==> config.mk <==
export PLATFORM = sky130hd
export DESIGN_NAME = flash_guard
export DESIGN_NICKNAME = d
export VERILOG_FILES = /design/src/verilog/flash_guard_pkg.sv /design/src/verilog/lock_policy.sv /design/src/verilog/flash_guard.sv
export SDC_FILE = /design/constraint.sdc
export NUM_CORES = 1
export LEC_CHECK = 0
export ABC_AREA = 1
export ABC_CLOCK_PERIOD_IN_PS = 3100
export BUFFER_PORTS_ARGS = -buffer_cell sky130_fd_sc_hd__buf_2
export CORE_ASPECT_RATIO = 0.75
export CORE_UTILIZATION = 40
export CTS_BUF_LIST = sky130_fd_sc_hd__clkbuf_4
export DETAILED_ROUTE_END_ITERATION = 7
export PLACE_DENSITY = 0.71
export SYNTH_ARGS = -nofsm -noshare
export SYNTH_HDL_FRONTEND = slang
export SYNTH_HIERARCHICAL = 1
export SYNTH_SLANG_ARGS = --single-unit
==> constraint.sdc <==
create_clock -name mclk_i -period 3.1 [get_ports mclk_i]
set_clock_uncertainty 0.15 [all_clocks]
set_input_delay 0.62 -clock mclk_i [delete_from_list [all_inputs] [get_ports mclk_i]]
set_output_delay 0.62 -clock mclk_i [all_outputs]
set_load 0.03 [all_outputs]
==> src/verilog/flash_guard_pkg.sv <==
package flash_guard_pkg;

   // ------------------------------------------------------------
   // flash geometry and fixed split
   // ------------------------------------------------------------
   localparam int ADDR_W = 12;
   localparam logic [11:0] NO_READ_WHILE_WRITE_REGION_START = 12'hC00;
   localparam logic [11:0] APP_RESET_VEC = 12'h000;
   // boot start for each size code, largest boot part first
   localparam logic [11:0] BOOT_START_SZ0 = 12'hC00;
   localparam logic [11:0] BOOT_START_SZ1 = 12'hE00;
   localparam logic [11:0] BOOT_START_SZ2 = 12'hF00;
   localparam logic [11:0] BOOT_START_SZ3 = 12'hF80;

   // ------------------------------------------------------------
   // lock field layout, bit 1 is the upper bit
   // ------------------------------------------------------------
   localparam int LOCK_LO = 0;
   localparam int LOCK_HI = 1;
   localparam logic [1:0] LOCK_UNPROG = 2'h3;

   // ------------------------------------------------------------
   // register map, byte addresses on the avalon slave
   // ------------------------------------------------------------
   localparam int AV_ADDR_W = 4;
   localparam logic [3:0] REG_STATUS = 4'h0;
   localparam logic [3:0] REG_LOCK = 4'h4;
   localparam logic [3:0] REG_FUSE = 4'h8;
   localparam int ST_BUSY_BIT = 0;
   localparam int ST_ACTIVE_BIT = 1;
   localparam int ST_IVSEL_BIT = 2;
   localparam int LK_APP_LSB = 0;
   localparam int LK_BOOT_LSB = 2;
   localparam int FU_SIZE_LSB = 0;
   localparam int FU_RST_BIT = 2;
   localparam logic [31:0] RD_ZERO = 32'h0000_0000;

   // ------------------------------------------------------------
   // pin synchroniser vector layout
   // ------------------------------------------------------------
   localparam int SYNC_W = 13;
   localparam logic [1:0] LOAD_WAIT = 2'h2;

   typedef struct packed {
      logic [ADDR_W-1:0] fetch_addr;
      logic store_req;
      logic store_erase;
      logic [ADDR_W-1:0] store_addr;
      logic load_req;
      logic [ADDR_W-1:0] load_addr;
   } cpu_req_t;

   typedef struct packed {
      logic store_ok;
      logic store_refused;
      logic load_ok;
      logic load_refused;
      logic [15:0] load_data;
      logic halt;
      logic fetch_blocked;
      logic irq_mask;
      logic [ADDR_W-1:0] reset_vec;
   } cpu_rsp_t;

   typedef struct packed {
      logic start;
      logic erase;
      logic [ADDR_W-1:0] addr;
   } flash_cmd_t;

   function automatic logic [11:0] boot_start_f(input logic [1:0] sz);
      logic [11:0] s;
      unique case (sz)
         2'h0: s = BOOT_START_SZ0;
         2'h1: s = BOOT_START_SZ1;
         2'h2: s = BOOT_START_SZ2;
         default: s = BOOT_START_SZ3;
      endcase
      // never let the boot part reach below the fixed split
      return (s < NO_READ_WHILE_WRITE_REGION_START) ? NO_READ_WHILE_WRITE_REGION_START : s;
   endfunction : boot_start_f

   function automatic logic in_region_f(input logic [11:0] a,
                                        input logic [11:0] start);
      return a >= start;
   endfunction : in_region_f

   // modes 2 and 3 have the low bit programmed
   function automatic logic store_lock_f(input logic [1:0] f);
      return ~f[LOCK_LO];
   endfunction : store_lock_f

   // modes 3 and 4 have the high bit programmed
   function automatic logic load_lock_f(input logic [1:0] f);
      return ~f[LOCK_HI];
   endfunction : load_lock_f

endpackage : flash_guard_pkg

==> src/verilog/lock_policy.sv <==
`timescale 1ns/100ps
module lock_policy
   import flash_guard_pkg::*;
(
   input wire logic fetch_boot_i,
   input wire logic store_boot_i,
   input wire logic load_boot_i,
   input wire logic [1:0] app_lock_i,
   input wire logic [1:0] boot_lock_i,
   input wire logic ivec_boot_i,
   output logic store_ok_o,
   output logic load_ok_o,
   output logic irq_mask_o
);

   // ------------------------------------------------------------
   // store permission
   // ------------------------------------------------------------
   // only boot code may program; target region lock decides the rest
   always_comb begin
      store_ok_o = fetch_boot_i &
         ~(store_boot_i ? store_lock_f(boot_lock_i)
                        : store_lock_f(app_lock_i));
   end

   // ------------------------------------------------------------
   // load permission, only cross-region reads are guarded
   // ------------------------------------------------------------
   always_comb begin
      if (fetch_boot_i && !load_boot_i) begin
         load_ok_o = ~load_lock_f(app_lock_i);
      end else if (!fetch_boot_i && load_boot_i) begin
         load_ok_o = ~load_lock_f(boot_lock_i);
      end else begin
         load_ok_o = 1'b1;
      end
   end

   // ------------------------------------------------------------
   // interrupt masking while running in the shielded region
   // ------------------------------------------------------------
   always_comb begin
      irq_mask_o = (load_lock_f(app_lock_i) & ivec_boot_i
                    & ~fetch_boot_i)
                 | (load_lock_f(boot_lock_i) & ~ivec_boot_i
                    & fetch_boot_i);
   end

endmodule : lock_policy

==> src/verilog/flash_guard.sv <==
// Functional notes
// - stores fetched from the application part never start programming
// - boot code stores may target any page, boot part included
// - boot size fuses set the split; each part has its own lock
// - rww page operation keeps cpu running, no_read_while_write_region fetches allowed
// - no_read_while_write_region page operation halts cpu for the whole operation
// - boot part always lies inside the no_read_while_write_region part
// - rww busy flag reads one while the rww part is blocked
// - two independent lock fields, each set without touching the other
// - locks set by software or programming pins, cleared by erase only
// - general chip locks do not affect flash stores or loads
// - bit 1 is unprogrammed; mode 1 leaves access unrestricted
// - app lock: modes 2,3 block stores, 3,4 block boot loads
// - app lock modes 3,4 mask irqs in app if vectors in boot
// - boot lock: modes 2,3 block stores, 3,4 block app loads
// - boot lock modes 3,4 mask irqs in boot if vectors in app
// - encodings 11 mode 1, 10 mode 2, 00 mode 3, 01 mode 4
// - reset vector is zero or boot start per boot reset fuse
`timescale 1ns/100ps
module flash_guard
   import flash_guard_pkg::*;
(
   input wire logic mclk_i,
   input wire logic nrst_i,
   input wire logic ce_i,
   input wire logic [AV_ADDR_W-1:0] avs_address_i,
   input wire logic avs_read_i,
   input wire logic avs_write_i,
   input wire logic [31:0] avs_writedata_i,
   output logic [31:0] avs_readdata_o,
   output logic avs_waitrequest_o,
   input wire logic [1:0] boot_size_fuses_i,
   input wire logic boot_reset_fuse_i,
   input wire logic [3:0] lock_nv_i,
   input wire logic ext_lock_wr_i,
   input wire logic [3:0] ext_lock_data_i,
   input wire logic chip_erase_i,
   input wire cpu_req_t cpu_req_i,
   output cpu_rsp_t cpu_rsp_o,
   input wire logic [15:0] flash_rdata_i,
   input wire logic prog_done_i,
   output flash_cmd_t flash_cmd_o,
   output logic [3:0] lock_nv_o
);

   // ------------------------------------------------------------
   // types and state
   // ------------------------------------------------------------
   typedef enum logic [3:0] {
      ST_LOAD = 4'h1,
      ST_IDLE = 4'h2,
      ST_RWW_OP = 4'h4,
      ST_NO_READ_WHILE_WRITE_REGION_OP = 4'h8
   } guard_state_t;

   guard_state_t state_r;
   logic [SYNC_W-1:0] sync1_r;
   logic [SYNC_W-1:0] sync2_r;
   logic ext_wr_d_r;
   logic [1:0] load_cnt_r;
   logic [1:0] app_lock_r;
   logic [1:0] boot_lock_r;
   logic rww_busy_r;
   logic ivec_boot_r;
   logic ack_r;
   logic [31:0] rdata_r;
   logic store_ok_r;
   logic store_ref_r;
   logic load_ok_r;
   logic load_ref_r;
   logic [15:0] load_data_r;
   flash_cmd_t cmd_r;

   logic [1:0] size_s;
   logic rst_fuse_s;
   logic [3:0] nv_s;
   logic ext_wr_s;
   logic [3:0] ext_data_s;
   logic erase_s;
   logic [11:0] boot_start;
   logic fetch_boot;
   logic store_boot;
   logic load_boot;
   logic pol_store_ok;
   logic pol_load_ok;
   logic pol_irq_mask;
   logic av_req;
   logic av_take;
   logic sw_clear;
   logic sw_lock_wr;
   logic ext_lock_pulse;
   logic op_start;
   logic load_rww_blocked;
   logic [1:0] app_lock_nxt;
   logic [1:0] boot_lock_nxt;

   // ------------------------------------------------------------
   // pin synchroniser, two flops before any use
   // ------------------------------------------------------------
   always_ff @(posedge mclk_i or negedge nrst_i) begin
      if (!nrst_i) begin
         sync1_r <= '0;
         sync2_r <= '0;
      end else if (ce_i) begin
         sync1_r <= {chip_erase_i, ext_lock_data_i, ext_lock_wr_i,
                     lock_nv_i, boot_reset_fuse_i, boot_size_fuses_i};
         sync2_r <= sync1_r;
      end
   end

   assign size_s = sync2_r[1:0];
   assign rst_fuse_s = sync2_r[2];
   assign nv_s = sync2_r[6:3];
   assign ext_wr_s = sync2_r[7];
   assign ext_data_s = sync2_r[11:8];
   assign erase_s = sync2_r[12];

   // ------------------------------------------------------------
   // region decode
   // ------------------------------------------------------------
   assign boot_start = boot_start_f(size_s);
   assign fetch_boot = in_region_f(cpu_req_i.fetch_addr, boot_start);
   assign store_boot = in_region_f(cpu_req_i.store_addr, boot_start);
   assign load_boot = in_region_f(cpu_req_i.load_addr, boot_start);

   // general chip locks never enter this decision
   lock_policy u_policy (
      .fetch_boot_i(fetch_boot),
      .store_boot_i(store_boot),
      .load_boot_i(load_boot),
      .app_lock_i(app_lock_r),
      .boot_lock_i(boot_lock_r),
      .ivec_boot_i(ivec_boot_r),
      .store_ok_o(pol_store_ok),
      .load_ok_o(pol_load_ok),
      .irq_mask_o(pol_irq_mask)
   );

   // ------------------------------------------------------------
   // avalon slave, one wait state on every access
   // ------------------------------------------------------------
   assign av_req = avs_read_i | avs_write_i;
   assign av_take = av_req & ack_r;
   assign avs_waitrequest_o = av_req & ~ack_r;
   assign sw_clear = av_take & avs_write_i
      & (avs_address_i == REG_STATUS)
      & avs_writedata_i[ST_BUSY_BIT];
   assign sw_lock_wr = av_take & avs_write_i
      & (avs_address_i == REG_LOCK);

   always_ff @(posedge mclk_i or negedge nrst_i) begin
      if (!nrst_i) begin
         ack_r <= 1'b0;
      end else if (ce_i) begin
         ack_r <= av_req & ~ack_r;
      end
   end

   // read data sampled in the wait cycle, unmapped reads give zero
   always_ff @(posedge mclk_i or negedge nrst_i) begin
      if (!nrst_i) begin
         rdata_r <= RD_ZERO;
      end else if (ce_i && avs_read_i && !ack_r) begin
         rdata_r <= RD_ZERO;
         unique case (avs_address_i)
            REG_STATUS: begin
               rdata_r[ST_BUSY_BIT] <= rww_busy_r;
               rdata_r[ST_ACTIVE_BIT] <= (state_r != ST_IDLE);
               rdata_r[ST_IVSEL_BIT] <= ivec_boot_r;
            end
            REG_LOCK: begin
               rdata_r[LK_APP_LSB +: 2] <= app_lock_r;
               rdata_r[LK_BOOT_LSB +: 2] <= boot_lock_r;
            end
            REG_FUSE: begin
               rdata_r[FU_SIZE_LSB +: 2] <= size_s;
               rdata_r[FU_RST_BIT] <= rst_fuse_s;
            end
            default: rdata_r <= RD_ZERO;
         endcase
      end
   end
   assign avs_readdata_o = rdata_r;

   // interrupt vector placement, plain software setting
   always_ff @(posedge mclk_i or negedge nrst_i) begin
      if (!nrst_i) begin
         ivec_boot_r <= 1'b0;
      end else if (ce_i && av_take && avs_write_i
                   && avs_address_i == REG_STATUS) begin
         ivec_boot_r <= avs_writedata_i[ST_IVSEL_BIT];
      end
   end

   // ------------------------------------------------------------
   // lock fields: bits only go 1 to 0, chip erase restores 1
   // ------------------------------------------------------------
   always_comb begin
      app_lock_nxt = app_lock_r;
      boot_lock_nxt = boot_lock_r;
      if (sw_lock_wr) begin
         app_lock_nxt = app_lock_nxt
            & avs_writedata_i[LK_APP_LSB +: 2];
         boot_lock_nxt = boot_lock_nxt
            & avs_writedata_i[LK_BOOT_LSB +: 2];
      end
      if (ext_lock_pulse) begin
         app_lock_nxt = app_lock_nxt & ext_data_s[LK_APP_LSB +: 2];
         boot_lock_nxt = boot_lock_nxt & ext_data_s[LK_BOOT_LSB +: 2];
      end
   end
   assign ext_lock_pulse = ext_wr_s & ~ext_wr_d_r;

   always_ff @(posedge mclk_i or negedge nrst_i) begin
      if (!nrst_i) begin
         ext_wr_d_r <= 1'b0;
      end else if (ce_i) begin
         ext_wr_d_r <= ext_wr_s;
      end
   end

   // nonvolatile copy is caught once the synchroniser has filled
   always_ff @(posedge mclk_i or negedge nrst_i) begin
      if (!nrst_i) begin
         app_lock_r <= LOCK_UNPROG;
         boot_lock_r <= LOCK_UNPROG;
      end else if (ce_i) begin
         if (erase_s) begin
            app_lock_r <= LOCK_UNPROG;
            boot_lock_r <= LOCK_UNPROG;
         end else if (state_r == ST_LOAD) begin
            app_lock_r <= nv_s[LK_APP_LSB +: 2];
            boot_lock_r <= nv_s[LK_BOOT_LSB +: 2];
         end else begin
            app_lock_r <= app_lock_nxt;
            boot_lock_r <= boot_lock_nxt;
         end
      end
   end
   assign lock_nv_o = {boot_lock_r, app_lock_r};

   // ------------------------------------------------------------
   // programming sequencer
   // ------------------------------------------------------------
   assign op_start = (state_r == ST_IDLE) & cpu_req_i.store_req
      & pol_store_ok;

   always_ff @(posedge mclk_i or negedge nrst_i) begin
      if (!nrst_i) begin
         state_r <= ST_LOAD;
         load_cnt_r <= 2'h0;
      end else if (ce_i) begin
         unique case (state_r)
            ST_LOAD: begin
               load_cnt_r <= load_cnt_r + 2'h1;
               if (load_cnt_r == LOAD_WAIT) begin
                  state_r <= ST_IDLE;
               end
            end
            ST_IDLE: begin
               if (op_start) begin
                  state_r <= in_region_f(cpu_req_i.store_addr,
                     NO_READ_WHILE_WRITE_REGION_START) ? ST_NO_READ_WHILE_WRITE_REGION_OP : ST_RWW_OP;
               end
            end
            ST_RWW_OP, ST_NO_READ_WHILE_WRITE_REGION_OP: begin
               if (prog_done_i) begin
                  state_r <= ST_IDLE;
               end
            end
         endcase
      end
   end

   // busy flag: hardware set beats a software clear in the same cycle
   always_ff @(posedge mclk_i or negedge nrst_i) begin
      if (!nrst_i) begin
         rww_busy_r <= 1'b0;
      end else if (ce_i) begin
         if (op_start && !in_region_f(cpu_req_i.store_addr,
                                      NO_READ_WHILE_WRITE_REGION_START)) begin
            rww_busy_r <= 1'b1;
         end else if (sw_clear && state_r != ST_RWW_OP) begin
            rww_busy_r <= 1'b0;
         end
      end
   end

   // command to the flash array, start is a one-cycle pulse
   always_ff @(posedge mclk_i or negedge nrst_i) begin
      if (!nrst_i) begin
         cmd_r <= '0;
      end else if (ce_i) begin
         cmd_r.start <= op_start;
         if (op_start) begin
            cmd_r.erase <= cpu_req_i.store_erase;
            cmd_r.addr <= cpu_req_i.store_addr;
         end
      end
   end
   assign flash_cmd_o = cmd_r;

   // ------------------------------------------------------------
   // store and load answers to the cpu
   // ------------------------------------------------------------
   // loads from the rww part are refused while it is blocked
   assign load_rww_blocked = rww_busy_r
      & ~in_region_f(cpu_req_i.load_addr, NO_READ_WHILE_WRITE_REGION_START);

   always_ff @(posedge mclk_i or negedge nrst_i) begin
      if (!nrst_i) begin
         store_ok_r <= 1'b0;
         store_ref_r <= 1'b0;
      end else if (ce_i) begin
         store_ok_r <= op_start;
         store_ref_r <= cpu_req_i.store_req & ~op_start;
      end
   end

   // refused loads return zero, never the protected word
   always_ff @(posedge mclk_i or negedge nrst_i) begin
      if (!nrst_i) begin
         load_ok_r <= 1'b0;
         load_ref_r <= 1'b0;
         load_data_r <= 16'h0000;
      end else if (ce_i) begin
         load_ok_r <= cpu_req_i.load_req & pol_load_ok
            & ~load_rww_blocked;
         load_ref_r <= cpu_req_i.load_req
            & ~(pol_load_ok & ~load_rww_blocked);
         load_data_r <= (cpu_req_i.load_req && pol_load_ok
            && !load_rww_blocked) ? flash_rdata_i : 16'h0000;
      end
   end

   // outputs, halt follows state directly, fetch gating follows the rww busy flag
   always_comb begin
      cpu_rsp_o.store_ok = store_ok_r;
      cpu_rsp_o.store_refused = store_ref_r;
      cpu_rsp_o.load_ok = load_ok_r;
      cpu_rsp_o.load_refused = load_ref_r;
      cpu_rsp_o.load_data = load_data_r;
      cpu_rsp_o.halt = (state_r == ST_NO_READ_WHILE_WRITE_REGION_OP);
      cpu_rsp_o.fetch_blocked = rww_busy_r
         & ~in_region_f(cpu_req_i.fetch_addr, NO_READ_WHILE_WRITE_REGION_START);
      cpu_rsp_o.irq_mask = pol_irq_mask;
      cpu_rsp_o.reset_vec = rst_fuse_s ? APP_RESET_VEC
                                       : boot_start;
   end

   // ------------------------------------------------------------
   // checks
   // ------------------------------------------------------------
   app_store_a: assert property (@(posedge mclk_i) disable iff (!nrst_i)
      ce_i && cpu_req_i.store_req && !fetch_boot |=> !store_ok_r
         && store_ref_r)
      else $error("store from application part was accepted");

   boot_store_a: assert property (@(posedge mclk_i)
      disable iff (!nrst_i)
      ce_i && state_r == ST_IDLE && cpu_req_i.store_req && fetch_boot
      && boot_lock_r == LOCK_UNPROG && app_lock_r == LOCK_UNPROG
      |=> store_ok_r && cmd_r.start
         && cmd_r.addr == $past(cpu_req_i.store_addr))
      else $error("unlocked boot store was not started");

   boot_split_a: assert property (@(posedge mclk_i)
      disable iff (!nrst_i) boot_start >= NO_READ_WHILE_WRITE_REGION_START)
      else $error("boot part reaches below the no_read_while_write_region split");

   no_read_while_write_region_halt_a: assert property (@(posedge mclk_i)
      disable iff (!nrst_i)
      ce_i && op_start && in_region_f(cpu_req_i.store_addr, NO_READ_WHILE_WRITE_REGION_START)
      |=> cpu_rsp_o.halt)
      else $error("cpu not halted during no_read_while_write_region operation");

   no_read_while_write_region_hold_a: assert property (@(posedge mclk_i)
      disable iff (!nrst_i)
      ce_i && state_r == ST_NO_READ_WHILE_WRITE_REGION_OP && !prog_done_i |=> cpu_rsp_o.halt)
      else $error("cpu released before no_read_while_write_region operation ended");

   rww_run_a: assert property (@(posedge mclk_i)
      disable iff (!nrst_i)
      state_r == ST_RWW_OP |-> !cpu_rsp_o.halt && rww_busy_r
         && !(cpu_rsp_o.fetch_blocked
              && cpu_req_i.fetch_addr >= NO_READ_WHILE_WRITE_REGION_START))
      else $error("cpu stalled during rww operation");

   busy_flag_a: assert property (@(posedge mclk_i)
      disable iff (!nrst_i)
      $fell(rww_busy_r) |-> $past(sw_clear)
         && $past(state_r) != ST_RWW_OP)
      else $error("rww busy dropped without software clear");

   lock_sticky_a: assert property (@(posedge mclk_i)
      disable iff (!nrst_i)
      ce_i && !erase_s && state_r != ST_LOAD
      |=> ((app_lock_r & ~$past(app_lock_r)) == 2'h0)
         && ((boot_lock_r & ~$past(boot_lock_r)) == 2'h0))
      else $error("lock bit returned to unprogrammed");

   load_hidden_a: assert property (@(posedge mclk_i)
      disable iff (!nrst_i)
      load_ref_r |-> load_data_r == 16'h0000 && !load_ok_r)
      else $error("refused load returned data");

   reset_vec_a: assert property (@(posedge mclk_i)
      disable iff (!nrst_i)
      !rst_fuse_s |-> cpu_rsp_o.reset_vec == boot_start)
      else $error("reset vector ignores boot reset fuse");

endmodule : flash_guard

# Word-level counts from Yosys, hierarchy flattened
# Cells that the tools add are included.
# totals
ff_bits	77
latch_bits	0
ram_bits	0
mem_bits_ro	0
out_inout_bits	86
elab_cells	129
mem_count	0
# op_classes
n_addsub	1
mul	0
n_div	0
order_cmp	7
eq_ne	14
n_shift	0
mux	24
bitwise_logic	41
n_reduce_logical	24
# op_table
operator	count
greater-or-equal comparator 12 bit	3
greater-or-equal comparator 12 bit, second input constant	3
case mux 10 bit (3 select lines)	1
2-to-1 mux 12 bit	2
bitwise AND 1 bit	21
2-to-1 mux 16 bit	1
2-to-1 mux 2 bit	8
2-to-1 mux 4 bit	4
NOT 1 bit	14
< comparator 12 bit, second input constant	1
case mux 4 bit (3 select lines)	1
logical AND 1 bit	11
case mux 3 bit (3 select lines)	1
bitwise AND 2 bit	4
equality test 4 x 3 -> 1 bit, second input constant	2
equality test 4 bit, second input constant	2
2-to-1 mux 1 bit	6
AND reduction 2 bit	3
zero test 1 bit	5
equality test 2 bit, second input constant	2
equality test 4 x 1 -> 1 bit, second input constant	1
equality test 4 x 2 -> 1 bit, second input constant	1
zero test 4 bit	1
inequality test 2 bit, second input constant	2
other kinds (10)	11

# Logic depth before layout (Yosys ltp)
# Gate-level depths: netlist of run 1.
# depth
word_depth	12
ltp_mapped	17
depth_no_buf	17

# Cells and area by module
# Netlist of run 1, hierarchy kept.
# by_module_without_submodules
mod	instances	cells_each	area_per_inst_um2	seq_area_each_um2
flash_guard	1	489	3896.2	1933.1
lock_policy	1	15	61.3	0.0

# Worst setup path after synthesis of run 1
# No wires, ideal clock.
# synth_path
path_type	in2out
from	input port cpu_req_i[34] in the netlist's numbering
to	output port cpu_rsp_o[12] in the netlist's numbering
arrival_ns	1.600
t_required_ns	2.330
path_slack_ns	0.730
cell_stages	9
path_buffers	1
cell_sequence	inv_1 > ha_1 > inv_1 > nor4_1 > nand3b_1 > nand2_1 > nand3b_1 > nand2_1 > buf_4
# synth_between
elab_chain_len	4
# synth_lines
item	line	text
start, declared	flash_guard.sv:38	input wire cpu_req_t cpu_req_i,
greater-or-equal comparator 12 bit *	flash_guard_pkg.sv:85	return a >= start;
net fetch_boot	flash_guard.sv:81	logic fetch_boot;
NOT 1 bit	lock_policy.sv:44	& ~fetch_boot_i)
bitwise AND 1 bit	lock_policy.sv:44	
OR 1 bit *	lock_policy.sv:45	| (load_lock_f(boot_lock_i) & ~ivec_boot_i
end, declared	flash_guard.sv:39	output cpu_rsp_t cpu_rsp_o,
# The timed path passes the listed nets; every way through them passes the cells marked *.

==> results.yml, run 1 <==
sta:
  setup_viol: 0
  tns_ps: 0
  fin_crit_sh: 0.9492
  worst_pin_slew_ps: 933.8
  fin_crit_ps: 2943
  fmax_ghz: 0.3398
  setup_ws_ps: 157.4
  slew_headroom: 0.3775
  drv_slew: 0
  grt_setup_unrepaired: "false"
  final_hold_viol_count: 0
floorplan:
  die_w_um: 116.9
  core_um2: 9619
  initial_core_util: 0.4114
  die_area_um2: 10300
  rows: 31
  die_y_um: 88.14
  pin_count: 196
clock_tree:
  cts_root_buf: "clkbuf_4"
  clkSinkCount: 77
  path_clk_slew_ps: 130
  clk_path_buf_depth: 2
  h-tree-depth: 3
  cts_inserted_buffers: 9
  clk_latency_ps: 440
  tritoncts: "done"
  holdBufCountCts: 0
logic_synthesis:
  syn_inst: 504
  syn_avg_cell_area_um2: 7.852
  synth_warnings: 6
  synth_seq_cells: 77
  synth.distinct_cells: 29
  synthesis.area_um2: 3958
  ys_seq_area_frac: 0.4885
finish:
  fin_cells: 769
  final_nets: 752
  seq_area_um2: 1934
  final_core_util: 0.4915
  fillerInstances: 970
  layout-drive-gt1-share: 0.2716
  multi_input_area_um2: 1630
  area_growth_pct: 19.48
  antenna_cells: 0
grt:
  grt_max_degree: 78
  antenna_found_initial: 0
  grt_pass1_wl_um: 14650
  use_met1: 0.2406
  grt.busiest_layer: "met2"
  met2_usage: 0.3045
  grtUsageTotal: 0.1892
  grt_overflow: 0
  grt_pass1_vias: 3135
  gr-usage-met3: 0.06090
placed_design:
  port_buffers: 132
  dp_cells: 752
  place_ws_ps: 291.2
  dp_hpwl_um: 7104
  place_congestion: 0.8214
power:
  power_density_nw_per_um2: 604.1
  power_uw: 2856
  vdd_drop_max_v: 0.0002413
  p_leak_uw: 0.002816
setup_path:
  crit_family: "simple AND/OR/NAND/NOR gates"
  crit_slowest_cell: "dfrtp_2"
  cp_max_fo: 5
  path_class: "reg2out"
  cpPeakStageDelay_ps: 470
  reg2reg_to: "flash_cmd_o[1]"
  timing.rr.start: "sync2_r[1]"
  cp_num_buf_inv: 2
  endpoint: "cpu_rsp_o[12]"
  rrSetupSlack_ps: 470
  path_cells: "inv_1 > ha_1 > nand3_1 > nand3b_1 > nand2_2 > nand3b_1 > nand2_1 > clkbuf_4"
  cp.required_ps: 2330
  endpoint_kind: "output port"
  crit_start: "sync2_r[1]"
  cp.arrival_ps: 2170
  r2r_cells: 13
  worstSetupStartpointType: "flop"
  timing.critical_path.mode_cell: "nand3b_1"
  crit_cells: 8
outcome:
  status: "completed"
drt:
  wl_per_cell_um: 12.07
  drtIter0Drc: 199
  vias: 3409
  wl_um: 9285
  post-route-drc-count: 0
  vias_per_cell: 4.433
  first_pass_iters: 6
  postRouteAntennaNets: 0
hold_path:
  min_path_type: "in2async"
run:
  maxCapViolations: 0
[flip-flops by register name, summed over array words and instances (netlist names)]
| register | cells |
|---|---|
| load_data_r | 16 |
| flash_cmd_o | 13 |
| sync1_r | 13 |
| sync2_r | 13 |
| avs_readdata_o | 4 |
| state_r | 4 |
| app_lock_r | 2 |
| boot_lock_r | 2 |
| load_cnt_r | 2 |
| ack_r | 1 |
| ext_wr_d_r | 1 |
| ivec_boot_r | 1 |
| load_ok_r | 1 |
| load_ref_r | 1 |
| rww_busy_r | 1 |
| store_ok_r | 1 |
| store_ref_r | 1 |
[worst register-to-register path, stage by stage (launching register included)]
cell,delay [ps]
dfrtp_2,470
inv_1,220
ha_1,290
nand4_1,120
o22ai_1,70
o21bai_1,180
nand2_1,80
nand2_1,50
nor2_1,90
nand2_1,120
nor3_4,320
inv_2,210
nand2_1,120
nand2_1,60
[layout make-up]
| type | count | share of cell area |
|---|---|---|
| clock buffer | 9 | 0.01429 |
| clock inverter | 7 | 0.01402 |
| inverter | 43 | 0.03414 |
| multi-input combinational | 364 | 0.3448 |
| sequential | 77 | 0.4091 |
| tap | 132 | 0.03493 |
| timing repair buffer | 137 | 0.1487 |
[logic make-up after synthesis]
group,count (synthesis),share of synthesized area
compound gates,34,0.04647
xor+xnor,1,0.002213
fa+ha+maj,10,0.03162
buf+inv,97,0.1366
flops,77,0.4885
other cells,1,0.0009476
simple gates,284,0.2937
[report_power, final]
group	switching (uW)	leakage, uW	internal, uW
Sequential	115	0.000976	1190
Combinational	682	0.00177	277
Clock	357	0.0000654	240
[placed cells by master (no fill, tap or decap), types with 7 or more instances in the layout]
cell      netlist  layout
dfrtp_1        72      71
buf_2           0     130
ha_1           10      10
nor4_1          8       7
conb_1          1      35
nand3_1        13      13
nand2_1       225     223
nor2_1         25      24
clkbuf_4        0      10
inv_1          39      38
o21ai_0        19      19
[synth_stat cells (all sizes together)]
library cell	n	area, um2
o21ai	22	110.1
nor2	27	111.4
nand4	3	18.77
buf	46	349.1
o21bai	1	7.510
nor4	8	50.05
nor3	3	37.53
or2	1	6.260
nand3	13	65.06
nand3b	3	22.52
ha	10	125.1
a21oi	5	25.02
dfrtp	72	1802
o22ai	3	18.77
inv	43	161.4
dfstp	5	131.4
nand2	226	850.8
xor2	1	8.760
conb	1	3.750
clkbuf	8	30.03
o211ai	2	15.01
a21o	1	7.510
[layer usage]
| metal | share of wire | routed length, um |
|---|---|---|
| met2 | 0.46 | 4249 |
| met3 | 0.067 | 625 |
| met4 | 0.011 | 106 |
| met5 | 0 | 0 |
| met1 | 0.46 | 4303 |
[through the flow]
step / hold slack [ps] / cell area, um2
after floorplan: 174.4 / 4085
after global placement: 300.2 / 4564
after detailed placement: 304.1 / 4564
after CTS: 179.9 / 4703
after global routing: 193.6 / 4728
final: 172.5 / 4728
[how the worst min path moves through the flow]
stage	startpoint	end	depth (start not counted)
finish	nrst_i	sync2_r[1]	1
global route	flash_rdata_i[13]	load_data_r[13]	3
CTS	nrst_i	sync2_r[8]	1
detailed placement	flash_cmd_o[4]	flash_cmd_o[4]	2
global placement	flash_cmd_o[1]	flash_cmd_o[1]	2
floorplan	nrst_i	ack_r	0
[what timing repair did]
action,in CTS,in global routing
setup endpoints to repair,1,1
endpoints found under the hold margin,0,0
buffers inserted,0,1
pin swaps,0,1
resized for setup,2,6
(Power assumes the default switching activity.)
==> inputs of run 2 (changes only) <==
Settings changed: CORE_MARGIN from default to 2, REMOVE_ABC_BUFFERS from default to 1.
==> run 2 against run 1 <==
Combinational power rose by 1%. Clock power is 14% higher. Utilization is 0.36 points higher. Design area rose by 1.1%. Maximum frequency hardly changed. Global-route usage is 0.83 points lower. Non-clock buffer count up 5. Routed wire length is 0.44% higher. Via count is 0.94% higher. Worst setup slack improved by 1.2 ps. Sequential share of layout area decreased by 0.43 points. Critical path depth increased by 1.
==> results.yml, run 2 (synthesis gave the netlist of run 1 again) <==
sta:
  fmax_ghz: 0.3400
  final_hold_viol_count: 0
  drv_slew: 0
  holdWs_ps: 186.9
  fin_crit_ps: 2941
  fin_crit_sh: 0.9488
  worst_pin_slew_ps: 966.1
  setup_viol: 0
  slew_headroom: 0.3559
  tns_ps: 0
drt:
  post-route-drc-count: 0
  highest_layer: "met4"
  wl_um: 9326
  wl_met3_um: 533
  postRouteAntennaNets: 0
  drt-met1-wl_um: 4430
  first_pass_iters: 4
  met2_wirelength_um: 4262
  wl_per_cell_um: 12.05
  vias_per_cell: 4.446
  vias: 3441
  drtIter0Drc: 198
clock_tree:
  holdBufCountCts: 0
  tritoncts: "done"
  cts_root_buf: "clkbuf_4"
  cts_inserted_buffers: 9
  clk_path_buf_depth: 2
  clkSinkCount: 77
  clk_latency_ps: 430
  h-tree-depth: 3
  path_clk_slew_ps: 110
power:
  intPower_uw: 1812
  vdd_drop_max_v: 0.0002964
  power_density_nw_per_um2: 616.3
  swShare: 0.3853
  p_comb_frac: 0.329
  p_clk_frac: 0.231
  p_leak_uw: 0.002861
  power_uw: 2947
  seq_power_share: 0.440
  p_sw_uw: 1136
placed_design:
  dp_cells: 754
  dp_hpwl_um: 7130
  place_area_um2: 4579
  place_congestion: 0.8296
  port_buffers: 132
floorplan:
  die_y_um: 90.14
  die_area_um2: 10710
  initial_core_util: 0.4098
  core_um2: 9658
  rows: 31
  die_w_um: 118.9
  pin_count: 196
setup_path:
  r2r_cells: 15
  timing.rr.start: "sync2_r[1]"
  endpoint_kind: "output port"
  cp.arrival_ps: 2170
  cp.required_ps: 2330
  path_class: "reg2out"
  cp_max_fo: 5
  rrSetupSlack_ps: 560
  reg2reg_to: "load_data_r[7]"
  worstSetupStartpointType: "flop"
grt:
  grtUsageTotal: 0.1809
  grt_max_degree: 78
  grt_pass1_vias: 3199
  grt_overflow: 0
  antenna_found_initial: 0
  grt_pass1_wl_um: 15380
finish:
  largest_reg_flops: 16
  area_growth_pct: 20.83
  fin_area_um2: 4782
  antenna_cells: 0
  final_common_cell: "nand2_1"
  fillerInstances: 973
  most-common-layout-cells: "nand2_1, buf_2, dfrtp_1"
  layout-drive-gt1-share: 0.2757
  fin_cells: 774
  largest_register: "load_data_r"
  final_nets: 757
hold_path:
  min_path_type: "in2async"
run:
  maxCapViolations: 0
outcome:
  status: "completed"
## run 2: cell count changes in the layout (fill, tap and decap cells not counted), sizes merged
cell      before  now
buf          136  142
clkbuf        10   11
clkinvlp       3    0
bufinv         1    2
## run 2: layer usage
layer / GRT usage / up-vias
met1: 0.2462 / 1567
met5: 0 / -
li1: - / 1754
met2: 0.2864 / 111
met4: 0.05060 / 0
met3: 0.04632 / 9
## run 2: metrics by stage
step	utilization	setup WS (ps)
2_1_floorplan	-	601.0
3_3_place_gp	0.4742	431.1
3_5_place_dp	0.4742	398.0
4_1_cts	0.4909	14.55
5_1_grt	0.4951	-1.029
6_report	0.4951	158.6
## run 2: power groups by stage
stage	clock (uW)	sequential, uW	combinational (uW)
finish	680	1300	969
global route	750	1320	1070
CTS	710	1300	968
detailed placement	0	1320	965
global placement	0	1310	946
floorplan	0	1550	405
## run 2: worst max-delay path by stage
| stage | startpoint | depth (start not counted) | end |
|---|---|---|---|
| finish | sync2_r[1] | 9 | cpu_rsp_o[12] |
| global placement | cpu_req_i[20] | 14 | flash_cmd_o[6] |
| CTS | sync2_r[1] | 9 | cpu_rsp_o[12] |
| global route | sync2_r[1] | 10 | cpu_rsp_o[12] |
| detailed placement | cpu_req_i[34] | 14 | load_data_r[15] |
| floorplan | cpu_req_i[22] | 12 | flash_cmd_o[6] |
## run 2: worst max-delay path: stages (launching register included)
cell and delay, ps:
dfrtp_2 450, nor2_2 210, ha_1 280, a21oi_1 140, o22ai_1 90, inv_1 70, nand2_2 90, nand3b_1 170
nand2_1 60, buf_2 190
## run 2: timing repair
action | 4_1_cts | 5_1_grt
endpoints found under the setup margin | 1 | 1
resized for setup | 1 | 5
setup buffers | 0 | 4
pin swaps | 0 | 1
## run 2: final cells by class
type | instances | area (um2) | share of cell area
Inverter | 43 | 161.4 | 0.03375
Clock buffer | 11 | 82.58 | 0.01727
Timing Repair Buffer | 142 | 738.2 | 0.1544
Clock inverter | 5 | 76.32 | 0.01596
Sequential cell | 77 | 1936 | 0.4048
Tap cell | 132 | 165.2 | 0.03454
Multi-Input combinational cell | 364 | 1623 | 0.3394
==> inputs of run 3 (changes only) <==
Settings changed: ABC_CLOCK_PERIOD_IN_PS 3100 to 3600.
Clock period 3.1 ns to 3.6 ns, I/O delays scaled along.
==> run 3 against run 2 <==
Worst hold slack better by 74 ps. Utilization decreased by 0.66 points. Routed wire length is 1.4% lower. Sequential share of layout area is 0.49 points higher. Register-to-register slack better by 270 ps. Total power decreased by 14%. Critical path type unchanged. Largest cell class unchanged.
==> results.yml, run 3 (synthesis gave the netlist of run 1 again) <==
clock_tree:
  clk_path_buf_depth: 2
  tritoncts: "done"
  cts_inserted_buffers: 9
  cts_root_buf: "clkbuf_4"
  path_clk_slew_ps: 120
  clk_latency_ps: 440
  clkSinkCount: 77
  holdBufCountCts: 0
  cts_resized: 0
  h-tree-depth: 3
  cts_setup_buffers: 0
drt:
  vias: 3416
  vias_per_cell: 4.454
  postRouteAntennaNets: 0
  post-route-drc-count: 0
  first_pass_iters: 6
  drtIter0Drc: 140
  wl_per_cell_um: 11.99
  wl_um: 9194
floorplan:
  pin_count: 196
  die_w_um: 118.9
  rows: 31
  die_y_um: 90.14
  die_area_um2: 10710
  initial_core_util: 0.4098
  core_um2: 9658
setup_path:
  rrSetupSlack_ps: 830
  cpPeakStageDelay_ps: 440
  crit_family: "simple AND/OR/NAND/NOR gates"
  path_cells: "nor2_1 > ha_1 > a21oi_1 > o22ai_1 > inv_1 > nand2_1 > nand3b_1 > nand2_1 > buf_2"
  crit_cells: 9
  endpoint_kind: "output port"
  cp.arrival_ps: 2380
  crit_slowest_cell: "dfrtp_1"
  cp_num_buf_inv: 2
  r2r_cells: 13
  cp_max_fo: 5
  path_class: "reg2out"
  worstSetupStartpointType: "flop"
  timing.critical_path.mode_cell: "nand2_1"
  cp.required_ps: 2730
grt:
  grtUsageTotal: 0.1785
  grt_pass1_vias: 3224
  grt_max_degree: 78
  grt_overflow: 0
  grt_pass1_wl_um: 15100
  antenna_found_initial: 0
power:
  vdd_drop_max_v: 0.0002501
  intPower_uw: 1546
  p_sw_uw: 983.5
  power_density_nw_per_um2: 536.0
  p_comb_frac: 0.324
  seq_power_share: 0.443
  swShare: 0.3889
  p_clk_frac: 0.233
  p_leak_uw: 0.002831
sta:
  tns_ps: 0
  fmax_ghz: 0.3078
  grt_setup_unrepaired: "false"
  slew_headroom: 0.3634
  fin_crit_ps: 3249
  setup_viol: 0
  drv_slew: 0
  fin_crit_sh: 0.9025
  final_hold_viol_count: 0
  worst_pin_slew_ps: 954.9
  holdWs_ps: 261.0
finish:
  final_common_cell: "nand2_1"
  most-common-layout-cells: "nand2_1, buf_2, dfrtp_1"
  seq_area_um2: 1933
  largest_register: "load_data_r"
  layout-drive-gt1-share: 0.2598
  antenna_cells: 0
  final_nets: 750
  largest_reg_flops: 16
  fillerInstances: 982
  fin_area_um2: 4718
  area_growth_pct: 19.22
  multi_input_area_um2: 1612
placed_design:
  dp_hpwl_um: 7035
  port_buffers: 132
  place_area_um2: 4557
  place_congestion: 0.8557
run:
  maxCapViolations: 0
hold_path:
  min_path_type: "in2async"
outcome:
  status: "completed"
run 3: per-stage QoR:
| step | instances | utilization | setup slack, ps | total power (uW) |
|---|---|---|---|---|
| finish | 767 | 0.4885 | 351.0 | 2529 |
| global route | 767 | 0.4885 | 113.1 | 2695 |
| CTS | 767 | 0.4885 | 302.5 | 2565 |
| detailed placement | 751 | 0.4718 | 725.4 | 1962 |
| global placement | 751 | 0.4718 | 757.4 | 1939 |
| floorplan | 484 | - | 1001 | 1681 |
run 3: final cells by class:
cell class                      instances  share of cell area
Inverter                               43             0.03421
Tap cell                              132             0.03500
Clock inverter                          6             0.01830
Multi-Input combinational cell        364              0.3416
Clock buffer                           10             0.01591
Sequential cell                        77              0.4097
Timing Repair Buffer                  135              0.1453
run 3: path summary, 6_finish.rpt:
| check | start | endpoint |
|---|---|---|
| max | sync2_r[1] | cpu_rsp_o[12] |
| min reg2reg | sync1_r[3] | sync1_r[3] |
| min | nrst_i | sync1_r[6] |
| max reg2reg | sync2_r[1] | load_data_r[9] |
| min in group mclk_i | flash_rdata_i[3] | load_data_r[3] |
| max in group asynchronous | nrst_i | flash_cmd_o[1] |
run 3: power groups by stage:
stage	Clock [uW]	Sequential [uW]	Combinational, uW
4_1_cts	617	1120	828
3_3_place_gp	0	1130	812
2_1_floorplan	0	1330	348
3_5_place_dp	0	1140	826
5_1_grt	652	1140	905
6_report	590	1120	819
run 3: per-layer routing:
metal  wire (um)  part of all wire  GRT usage  up-vias
li1            -                 -          -     1742
met1        4311              0.47     0.2363     1534
met2        4168              0.45     0.2807      130
met3         636             0.069    0.05964       10
met4          78            0.0085    0.04861        0
met5           0                 0          0        -
